File: src/rtl/smc_pkg.sv
// Purpose: shared constants and types of the standby mode controller
// Assumes: 32-bit apb data, one aligned word per register
// Notes: latencies are counted in sys_clk cycles
package smc_pkg;

  // register byte offsets
  localparam logic [7:0] REG_STAB_OFS = 8'h00;
  localparam logic [7:0] REG_CFG_OFS = 8'h04;
  localparam logic [7:0] REG_STAT_OFS = 8'h08;

  // reset values
  localparam logic [7:0] STAB_SEL_RST = 8'h04;
  localparam logic [3:0] CFG_RST = 4'h0;

  // config field positions
  localparam int CFG_T8A_EXT = 0;
  localparam int CFG_T8B_EXT = 1;
  localparam int CFG_WATCH_SUB = 2;
  localparam int CFG_SIO_EXT = 3;

  // status field positions
  localparam int STAT_HALT = 0;
  localparam int STAT_STOP = 1;
  localparam int STAT_STAB = 2;
  localparam int STAT_ON_SUB = 3;
  localparam int STAT_LAST_VEC = 4;
  localparam int STAT_STOP_REFUSED = 8;

  // wake latency from halt, in sys_clk cycles
  localparam int WAKE_VEC_CLK = 8;
  localparam int WAKE_NEXT_CLK = 2;
  localparam logic [3:0] WAKE_VEC_LOAD = 4'(WAKE_VEC_CLK - 2);
  localparam logic [3:0] WAKE_NEXT_LOAD = 4'(WAKE_NEXT_CLK - 2);

  // default least exponent of the stabilization count
  localparam int STAB_EXP_BASE_DEF = 12;

  typedef enum logic [2:0] {S_RUN, S_HALT, S_STOP, S_STAB, S_WAKE}
    smc_state_t;

  typedef struct packed {
    logic nmi_req;
    logic irq_req;
    logic irq_mask_flag;
    logic irq_priority_flag;
  } smc_irq_t;

  typedef struct packed {
    logic timer16;
    logic timer8a;
    logic timer8b;
    logic watch;
    logic wdt;
    logic uart;
    logic sound;
    logic van;
    logic lcd;
    logic adc;
    logic sio;
    logic ext_irq;
  } smc_per_run_t;

endpackage : smc_pkg

File: src/rtl/smc_ctrl.sv
// Purpose: standby mode controller (halt, stop, stabilization, wake-up)
// Assumes: cpu, interrupt controller and apb master share sys_clk;
//   osc_ready comes from the analog oscillator and is synchronised
// Notes: apb answers with zero wait states
// Operation
// - halt gates cpu clock, oscillators keep running
// - stop instruction halts main oscillator
// - standby preserves all state untouched
// - stop only from main clock
// - interrupt stop exit waits selected stabilization
// - stabilization select resets to 04h, bytewide
// - stabilization count starts at oscillation restart
// - sub halt: 8-bit timers need external clock
// - sub halt: watch and sio by config, ext irq kept, others stop
// - halt stops adc; ext irq kept, sio kept on main clock
// - unmasked request clears halt, vector or next
// - halt wake latency 8 or 2 clocks
// - nmi clears halt, always vectored
// - reset clears halt, starts from reset vector
// - mask, priority, enable, in-service pick outcome
// - pending request at stop goes to stabilization wait
`timescale 1ns/1ns
module smc_ctrl #(
  parameter int STAB_EXP_BASE = smc_pkg::STAB_EXP_BASE_DEF,
  parameter int CNT_W = 24
) (
  input wire logic sys_clk,
  input wire logic resetn,
  input wire logic [7:0] paddr,
  input wire logic psel,
  input wire logic penable,
  input wire logic pwrite,
  input wire logic [31:0] pwdata,
  output logic [31:0] prdata,
  output logic pready,
  output logic pslverr,
  input wire logic halt_instr,
  input wire logic stop_instr,
  input wire logic subclk_active,
  input wire smc_pkg::smc_irq_t irq,
  input wire logic irq_accept_enable,
  input wire logic in_service_priority,
  input wire logic osc_ready,
  output logic cpu_clk_en,
  output logic main_osc_en,
  output logic wake_pulse,
  output logic vector_take,
  output smc_pkg::smc_per_run_t per_run
);

  smc_pkg::smc_state_t state_q, state_d;
  logic [3:0] lat_q, lat_d;
  logic [CNT_W-1:0] cnt_q, cnt_d;
  logic vec_q, vec_d;
  logic on_sub_q, on_sub_d;
  logic stop_path_q, stop_path_d;
  logic pulse_q, pulse_d;
  logic vtake_q, vtake_d;
  logic clk_en_q, clk_en_d;
  logic osc_en_q, osc_en_d;
  smc_pkg::smc_per_run_t per_q, per_d;
  logic [7:0] stab_sel_q, stab_sel_d;
  logic [3:0] cfg_q, cfg_d;
  logic refused_q, refused_d;
  logic [31:0] rdata_q, rdata_d;
  logic ready_q, ready_d;
  logic err_q, err_d;
  logic osc_s1_q, osc_s2_q;
  logic wake_any, take_vec, refuse_set;
  logic [CNT_W-1:0] stab_term;
  logic [4:0] stab_shamt;
  logic setup, wr_en;
  logic [31:0] stat_word;

  // oscillator status crosses in from the analog side
  always_ff @(posedge sys_clk or negedge resetn) begin
    if (!resetn) begin
      osc_s1_q <= 1'b0;
      osc_s2_q <= 1'b0;
    end else begin
      osc_s1_q <= osc_ready;
      osc_s2_q <= osc_s1_q;
    end
  end

  // wake-up decision from the highest pending request
  always_comb begin
    wake_any = irq.nmi_req | (irq.irq_req & ~irq.irq_mask_flag);
    take_vec = irq.nmi_req
      | (~irq.irq_priority_flag & irq_accept_enable)
      | (irq.irq_priority_flag & irq_accept_enable
         & in_service_priority);
  end

  // only the low three select bits matter; wider codes wrap
  always_comb begin
    stab_shamt = 5'(STAB_EXP_BASE + int'(stab_sel_q[2:0]));
    stab_term = ({{(CNT_W-1){1'b0}}, 1'b1} << stab_shamt)
      - {{(CNT_W-1){1'b0}}, 1'b1};
  end

  // mode sequencer; no state outside this block is touched on entry,
  // so the cpu and peripherals keep their contents while gated
  always_comb begin
    state_d = state_q;
    lat_d = lat_q;
    cnt_d = cnt_q;
    vec_d = vec_q;
    on_sub_d = on_sub_q;
    stop_path_d = stop_path_q;
    refuse_set = 1'b0;
    pulse_d = 1'b0;
    vtake_d = 1'b0;
    case (state_q)
      smc_pkg::S_RUN: begin
        if (halt_instr) begin
          state_d = smc_pkg::S_HALT;
          on_sub_d = subclk_active;
          stop_path_d = 1'b0;
        end else if (stop_instr) begin
          if (subclk_active) begin
            refuse_set = 1'b1;
          end else if (wake_any) begin
            state_d = smc_pkg::S_STAB;
            cnt_d = '0;
            vec_d = take_vec;
            stop_path_d = 1'b1;
            on_sub_d = 1'b0;
          end else begin
            state_d = smc_pkg::S_STOP;
            stop_path_d = 1'b1;
            on_sub_d = 1'b0;
          end
        end
      end
      smc_pkg::S_HALT: begin
        if (wake_any) begin
          state_d = smc_pkg::S_WAKE;
          vec_d = take_vec;
          lat_d = take_vec ? smc_pkg::WAKE_VEC_LOAD
                           : smc_pkg::WAKE_NEXT_LOAD;
        end
      end
      smc_pkg::S_STOP: begin
        if (wake_any) begin
          state_d = smc_pkg::S_STAB;
          cnt_d = '0;
          vec_d = take_vec;
        end
      end
      smc_pkg::S_STAB: begin
        // counting waits for the restarted oscillator
        if (osc_s2_q) begin
          if (cnt_q == stab_term) begin
            state_d = smc_pkg::S_WAKE;
            lat_d = vec_q ? smc_pkg::WAKE_VEC_LOAD
                          : smc_pkg::WAKE_NEXT_LOAD;
          end else begin
            cnt_d = cnt_q + {{(CNT_W-1){1'b0}}, 1'b1};
          end
        end
      end
      smc_pkg::S_WAKE: begin
        if (lat_q == 4'h0) begin
          state_d = smc_pkg::S_RUN;
          pulse_d = 1'b1;
          vtake_d = vec_q;
        end else begin
          lat_d = lat_q - 4'h1;
        end
      end
      default: begin
        state_d = smc_pkg::S_RUN;
      end
    endcase
  end

  // clock gating and peripheral run enables follow the next state
  always_comb begin
    clk_en_d = (state_d == smc_pkg::S_RUN);
    osc_en_d = (state_d != smc_pkg::S_STOP);
    per_d = '1;
    if (state_d != smc_pkg::S_RUN) begin
      per_d.adc = 1'b0;
      if (on_sub_d || stop_path_d) begin
        per_d.timer8a = cfg_q[smc_pkg::CFG_T8A_EXT];
        per_d.timer8b = cfg_q[smc_pkg::CFG_T8B_EXT];
        per_d.watch = cfg_q[smc_pkg::CFG_WATCH_SUB];
        per_d.timer16 = 1'b0;
        per_d.wdt = 1'b0;
        per_d.uart = 1'b0;
        per_d.sound = 1'b0;
        per_d.van = 1'b0;
        per_d.lcd = 1'b0;
        per_d.sio = cfg_q[smc_pkg::CFG_SIO_EXT];
      end
    end
  end

  // async reset returns to run: the cpu then fetches its reset vector
  always_ff @(posedge sys_clk or negedge resetn) begin
    if (!resetn) begin
      state_q <= smc_pkg::S_RUN;
      lat_q <= 4'h0;
      cnt_q <= '0;
      vec_q <= 1'b0;
      on_sub_q <= 1'b0;
      stop_path_q <= 1'b0;
      pulse_q <= 1'b0;
      vtake_q <= 1'b0;
      clk_en_q <= 1'b1;
      osc_en_q <= 1'b1;
      per_q <= '1;
    end else begin
      state_q <= state_d;
      lat_q <= lat_d;
      cnt_q <= cnt_d;
      vec_q <= vec_d;
      on_sub_q <= on_sub_d;
      stop_path_q <= stop_path_d;
      pulse_q <= pulse_d;
      vtake_q <= vtake_d;
      clk_en_q <= clk_en_d;
      osc_en_q <= osc_en_d;
      per_q <= per_d;
    end
  end

  // apb slave: decode in setup, answer in the first access cycle
  always_comb begin
    setup = psel & ~penable;
    wr_en = psel & penable & ready_q & pwrite;
    stat_word = '0;
    stat_word[smc_pkg::STAT_HALT] = (state_q == smc_pkg::S_HALT);
    stat_word[smc_pkg::STAT_STOP] = (state_q == smc_pkg::S_STOP);
    stat_word[smc_pkg::STAT_STAB] = (state_q == smc_pkg::S_STAB);
    stat_word[smc_pkg::STAT_ON_SUB] = on_sub_q;
    stat_word[smc_pkg::STAT_LAST_VEC] = vec_q;
    stat_word[smc_pkg::STAT_STOP_REFUSED] = refused_q;
    ready_d = setup;
    rdata_d = rdata_q;
    err_d = 1'b0;
    if (setup) begin
      case (paddr)
        smc_pkg::REG_STAB_OFS: rdata_d = {24'h000000, stab_sel_q};
        smc_pkg::REG_CFG_OFS: rdata_d = {28'h0000000, cfg_q};
        smc_pkg::REG_STAT_OFS: rdata_d = stat_word;
        default: begin
          rdata_d = 32'h00000000;
          err_d = 1'b1;
        end
      endcase
    end
    stab_sel_d = stab_sel_q;
    cfg_d = cfg_q;
    if (wr_en && paddr == smc_pkg::REG_STAB_OFS) begin
      stab_sel_d = pwdata[7:0];
    end
    if (wr_en && paddr == smc_pkg::REG_CFG_OFS) begin
      cfg_d = pwdata[3:0];
    end
    // a refusal in the clearing cycle survives the write-one-to-clear
    refused_d = refused_q;
    if (wr_en && paddr == smc_pkg::REG_STAT_OFS
        && pwdata[smc_pkg::STAT_STOP_REFUSED]) begin
      refused_d = 1'b0;
    end
    if (refuse_set) begin
      refused_d = 1'b1;
    end
  end

  always_ff @(posedge sys_clk or negedge resetn) begin
    if (!resetn) begin
      stab_sel_q <= smc_pkg::STAB_SEL_RST;
      cfg_q <= smc_pkg::CFG_RST;
      refused_q <= 1'b0;
      rdata_q <= 32'h00000000;
      ready_q <= 1'b0;
      err_q <= 1'b0;
    end else begin
      stab_sel_q <= stab_sel_d;
      cfg_q <= cfg_d;
      refused_q <= refused_d;
      rdata_q <= rdata_d;
      ready_q <= ready_d;
      err_q <= err_d;
    end
  end

  assign prdata = rdata_q;
  assign pready = ready_q;
  assign pslverr = err_q;
  assign cpu_clk_en = clk_en_q;
  assign main_osc_en = osc_en_q;
  assign wake_pulse = pulse_q;
  assign vector_take = vtake_q;
  assign per_run = per_q;
endmodule : smc_ctrl

File: config.mk
export PLATFORM = sky130hd
export DESIGN_NAME = smc_ctrl
export DESIGN_NICKNAME = d
export VERILOG_FILES = /design/src/rtl/smc_pkg.sv /design/src/rtl/smc_ctrl.sv
export SDC_FILE = /design/constraint.sdc
export NUM_CORES = 1
export LEC_CHECK = 0
export BUFFER_PORTS_ARGS = -buffer_cell sky130_fd_sc_hd__buf_4
export CORE_ASPECT_RATIO = 1.1
export CORE_MARGIN = 4
export CORE_UTILIZATION = 40
export CTS_BUF_LIST = sky130_fd_sc_hd__clkbuf_8
export DETAILED_ROUTE_END_ITERATION = 7
export PLACE_DENSITY = 0.72
export SYNTH_ARGS = -nofsm -noshare
export SYNTH_HDL_FRONTEND = slang
export SYNTH_SLANG_ARGS = --single-unit
File: constraint.sdc
create_clock -name sys_clk -period 2.3 [get_ports sys_clk]
set_input_delay 0.46 -clock sys_clk [delete_from_list [all_inputs] [get_ports sys_clk]]
set_output_delay 0.46 -clock sys_clk [all_outputs]
set_load 0.1 [all_outputs]
After elaboration in Yosys (flattened, before gate mapping)
Index checks and enable logic that the tools add are counted.

Register bits after elaboration: 98. Latch bits: 0. RAM bits: 0. Bits in read-only memories: 0. Bits of input ports: 55. Memories kept: 0.

Add/subtract/negate cells: 4. $mul: 0. Div/mod/pow operators: 0. Order comparisons: 0. Equal/unequal tests: 16. Shift operators: 1. Multiplexer cells: 53. Bitwise gates (word level): 14. Reduce and logical (&&, ||, !) cells: 19.

Operators by type and width (count): 24-bit 2-to-1 mux (6); 24-bit case mux with 3 select lines (1); 3-bit 2-to-1 mux (10); 9-bit case mux with 3 select lines (1); 1-bit 2-to-1 mux (26); 24-bit by 1-bit adder with 24-bit output (second input constant) (1); 24-bit equality test (1); 1-bit by 5-bit << shifter with 24-bit output (first input constant) (1); 24-bit by 1-bit subtractor with 24-bit output (second input constant) (1); 4-bit 2-to-1 mux (4); 3-bit case mux with 5 select lines (1); 2-bit != test (second input constant) (7); 4-bit case mux with 3 select lines (1); 11-bit 2-to-1 mux (1); 9-bit 2-to-1 mux (1); 3-bit nonzero test (3); 1-bit bitwise AND (8); 8-bit by 3-bit equality test with 1-bit output (second input constant) (1); 8-bit by 4-bit equality test with 1-bit output (second input constant) (1); 8-bit logical NOT (1); 3-bit by 2-bit equality test with 1-bit output (second input constant) (2); 3-bit logical NOT (2); 6-bit AND reduction (1); 4-bit by 3-bit adder with 5-bit output (first input constant) (1); other kinds (16) (24).

Logic depth before layout (Yosys ltp)
Depth in word-level cells: 10. Mapped depth: 9.

Least setup slack after synthesis
OpenSTA, ideal clock, no wires.

Kind: reg2reg. Start: register cnt_q[0]. End: register lat_q[1]. Setup time: 0.128 ns. Data arrival time: 2.020 ns. Setup slack: 0.152 ns. Cell stages (with the launch flop): 8. Period minus slack after synthesis: 2.148 ns. Cell sequence: dfrtp_1 ha_1 nand3_1 or4_4 nor3_1 nand4_1 nand2_1 mux2_1.

Cells in the longest elaborated chain, start to end: 3.

RTL lines: start: declaration (line smc_ctrl.sv:53) `logic [CNT_W-1:0] cnt_q, cnt_d;`; start signal: assignment (line smc_ctrl.sv:217) `cnt_q <= cnt_d;`; 24-bit equality test (line smc_ctrl.sv:154) `if (cnt_q == stab_term) begin`; 2-bit by 1-bit != test with 1-bit output (no line); 5-bit AND reduction (no line); end signal: assignment (line smc_ctrl.sv:216) `lat_q <= lat_d;`; end: declaration (line smc_ctrl.sv:52) `logic [3:0] lat_q, lat_d;`.

Every way passes these cells. A chain may end at the register's enable or synchronous reset.

Final worst setup path
Start: register cnt_q[1]. End: register lat_q[1].

The elaborated chain is that of the path after synthesis.

==> impl_metrics.csv <==
group,metric,value,unit
synth,synth_cells,407,
cts,cts_resized,0,
cts,cts_tree,"done",
worst_setup_path,crit_path_top_delay_cell,"or4_4",
sta,rsz0062_at_grt,"true",
global_route,grt_max_degree,70,
worst_setup_path,crit_required,2.52,ns
worst_setup_path,startpoint_type,"flop",
synth,ys_seq_area_share,45.5,%
sta,worst_pin_slew,0.867,ns
cts,hold_buffers,0,
worst_setup_path,critPathArrivalTime,2.36,ns
floorplanning,rows,37,
placement,post-dp-hpwl,6030,µm
synth,synth_top_area_share,40.0,%
cts,clock_sinks,69,
worst_setup_path,crit_path_max_incr_delay,0.54,ns
global_route,grt_pass1_vias,2923,
sta,max_freq,468,MHz
route,drc,0,
synth,synth-edff-count,0,
worst_setup_path,end_kind,"flop",
sta,finalSetupViolCount,0,
final_layout,drive_above_1_share,26.7,%
sta,finalHoldViolCount,0,
synth,synth.avg_cell_area,9.37,µm²
global_route,overflow,0,
cts,cts_buffer_depth,2,
sta,timing.final.max_slew_violations,0,
outcome,outcome,"completed",
placement,gp_congestion,0.848,
placement,dp.cells,566,
route,via_count,3048,
cts,post_cts_buffers,0,
final_layout,syn2layout_area_growth,17.7,%
sta,whs,0.223,ns
worst_setup_path,crit_family,"simple AND/OR/NAND/NOR gates",
floorplanning,die_height,110,µm
floorplanning,io_pins,105,
synth,synth_area,3810,µm²
worst_setup_path,crit_buf_inv,0,
cts,root_buffer,"clkbuf_8",
worst_setup_path,crit_type,"flop to flop",
synth,synth.ff_latch_count,69,
synth,ys_async_sr_fraction,100,%
pwr,p_leak,2.08,nW
cts,cts_buffers,9,
cts,path_clk_slew,0.07,ns
route,viasPerCell,5.24,
sta,worst_slack,0.162,ns
placement,io_buffers,57,
sta,fin_setup_tns,0,ns
placement,pre_cts_ws,0.0782,ns
worst_setup_path,path_cells,"ha_1, nand3_1, or4_4, nor3_2, nand4_1, nand2_1, mux2_1",
synth,ys_top_cells_by_count,"61 x dfrtp_1, 45 x nand2_1, 33 x nor2_1",
sta,fin_crit_sh,93.0,%
final_layout,stdcell_count,582,
run,max_cap_viol_count,0,
route,wire_per_inst,14.4,µm
floorplanning,die_x,101,µm
route,wirelength,8380,µm
global_route,antenna_found_initial,0,
sta,final.min_clock_period,2.14,ns
cts,h-tree-depth,3,
route,postRouteAntennaNets,0,
pwr,power_density,1150,nW/µm²
floorplanning,start_util,40.8,%
synth,ys.flop_type,"dfrtp_1",
route,first_iter_violations,142,
synth,yosysUniqueCellTypes,64,
floorplanning,die-area,11200,µm²
cts,clk_latency,0.34,ns
synth,yosysTopAreaCell,"dfrtp_1",
synth,yosysWarnings,0,
floorplanning,coreArea,9350,µm²
final_layout,n_antenna_cell,0,
final_layout,layout.nets,518,
pwr,peakVddDrop,0.546,mV
global_route,grt_usage,14.9,%
route,dr.pass1.iters,4,
sta,relSlewSlack,42.2,%
sta,fin_skew,0.00816,ns
worst_setup_path,critPathMaxFanout,4,
worst_hold_path,hp-class,"primary input to flop",
synth,yosysMostFrequentCell,"dfrtp_1",
synth,synth_top_cells_by_area,"dfrtp_1 40%, buf_4 5.9%, dfstp_2 5.5%",
global_route,grt_pass1_wl,13600,µm
layer usage:
| layer | GRT usage (%) | vias up | share of wire (%) |
|---|---|---|---|
| met5 | 0 | - | 0 |
| met4 | 6.83 | 0 | 1.5 |
| met3 | 2.40 | 11 | 5.0 |
| met2 | 24.3 | 70 | 50 |
| met1 | 19.2 | 1470 | 43 |
| li1 | - | 1497 | - |
per-stage QoR:
step                cell area, µm²  total power [mW]  utilization [%]
floorplan                     3900              3.58                -
global placement              4240              3.95             45.3
detailed placement            4240              4.00             45.3
CTS                           4460              5.12             47.7
global route                  4490              5.44             48.0
finish                        4490              5.15             48.0
placed cells by master, fill, tap and decap left out, types with 3 or more instances in the layout:
cell type   n
a21oi_1    26
or4_1       5
nor3_1      7
o21ai_1    11
nand2_1    45
nor3_2      3
mux2_2     12
buf_4      66
nor3b_1     3
mux2i_1    11
dfstp_2     8
and2_1      4
conb_1     24
inv_1       8
o31ai_1     5
and4_1      5
o21ai_0    12
or2_2       6
nor2b_1     3
clkbuf_8   10
ha_1        3
or3_1       8
nand2b_1    4
dfrtp_1    61
and3_1      9
nor2_1     33
nand3_1    24
state kept, by name, indices dropped and copies added (netlist names), 3 cells and up:
signal      flops
cfg_q           4
cnt_q          24
lat_q           4
per_run         5
prdata          9
stab_sel_q      8
state_q         3
worst register-to-register path: cells and delay by family, from the launching register on:
family / cells / cell delay (ns)
adder cells (fa/ha/maj): 1 / 0.17
flip-flops: 1 / 0.36
multiplexers: 1 / 0.33
AND/OR/NAND/NOR: 5 / 1.17
cells by family (layout without fill, tap and decap cells):
group | Yosys count | count (layout) | synth area share (%)
adder cells (fa/ha/maj) | 3 | 3 | 0.984
AND/OR/NAND/NOR | 175 | 175 | 24.5
multiplexers | 24 | 24 | 6.73
buffers and inverters | 55 | 91 | 9.25
other | 2 | 24 | 0.197
flip-flops | 69 | 69 | 45.5
XOR/XNOR | 2 | 2 | 0.459
AO/OA/AOI/OAI | 77 | 77 | 12.4
path summary, 6_finish.rpt:
check,from,end,slack (ns),cells past startpoint
worst max-delay path,cnt_q[1],lat_q[1],0.16,7
worst min-delay path,osc_ready,osc_s1_q,0.22,1
worst max register to register,cnt_q[1],lat_q[1],0.16,7
worst min register to register,osc_s1_q,osc_s2_q,0.35,0
max in group asynchronous,resetn,cnt_q[22],1.51,1
min in group asynchronous,resetn,prdata[2],0.23,1
area by class of cell:
| cell class | instances | area [µm²] |
|---|---|---|
| well taps | 117 | 146 |
| clock buffers | 10 | 138 |
| multi-input cells | 305 | 1840 |
| clock inverters | 6 | 86.3 |
| inverters | 8 | 30.0 |
| repair buffers | 67 | 515 |
| flip-flops and latches | 69 | 1740 |
| fillers | 856 | 4860 |
report_power, final:
part	switching, mW	internal (mW)	total (mW)
sequential	0.240	1.50	1.74
combinational	1.68	0.627	2.31
clock	0.462	0.638	1.10
total	2.38	2.76	5.15
Note: power is estimated with default switching activity, not from simulation.
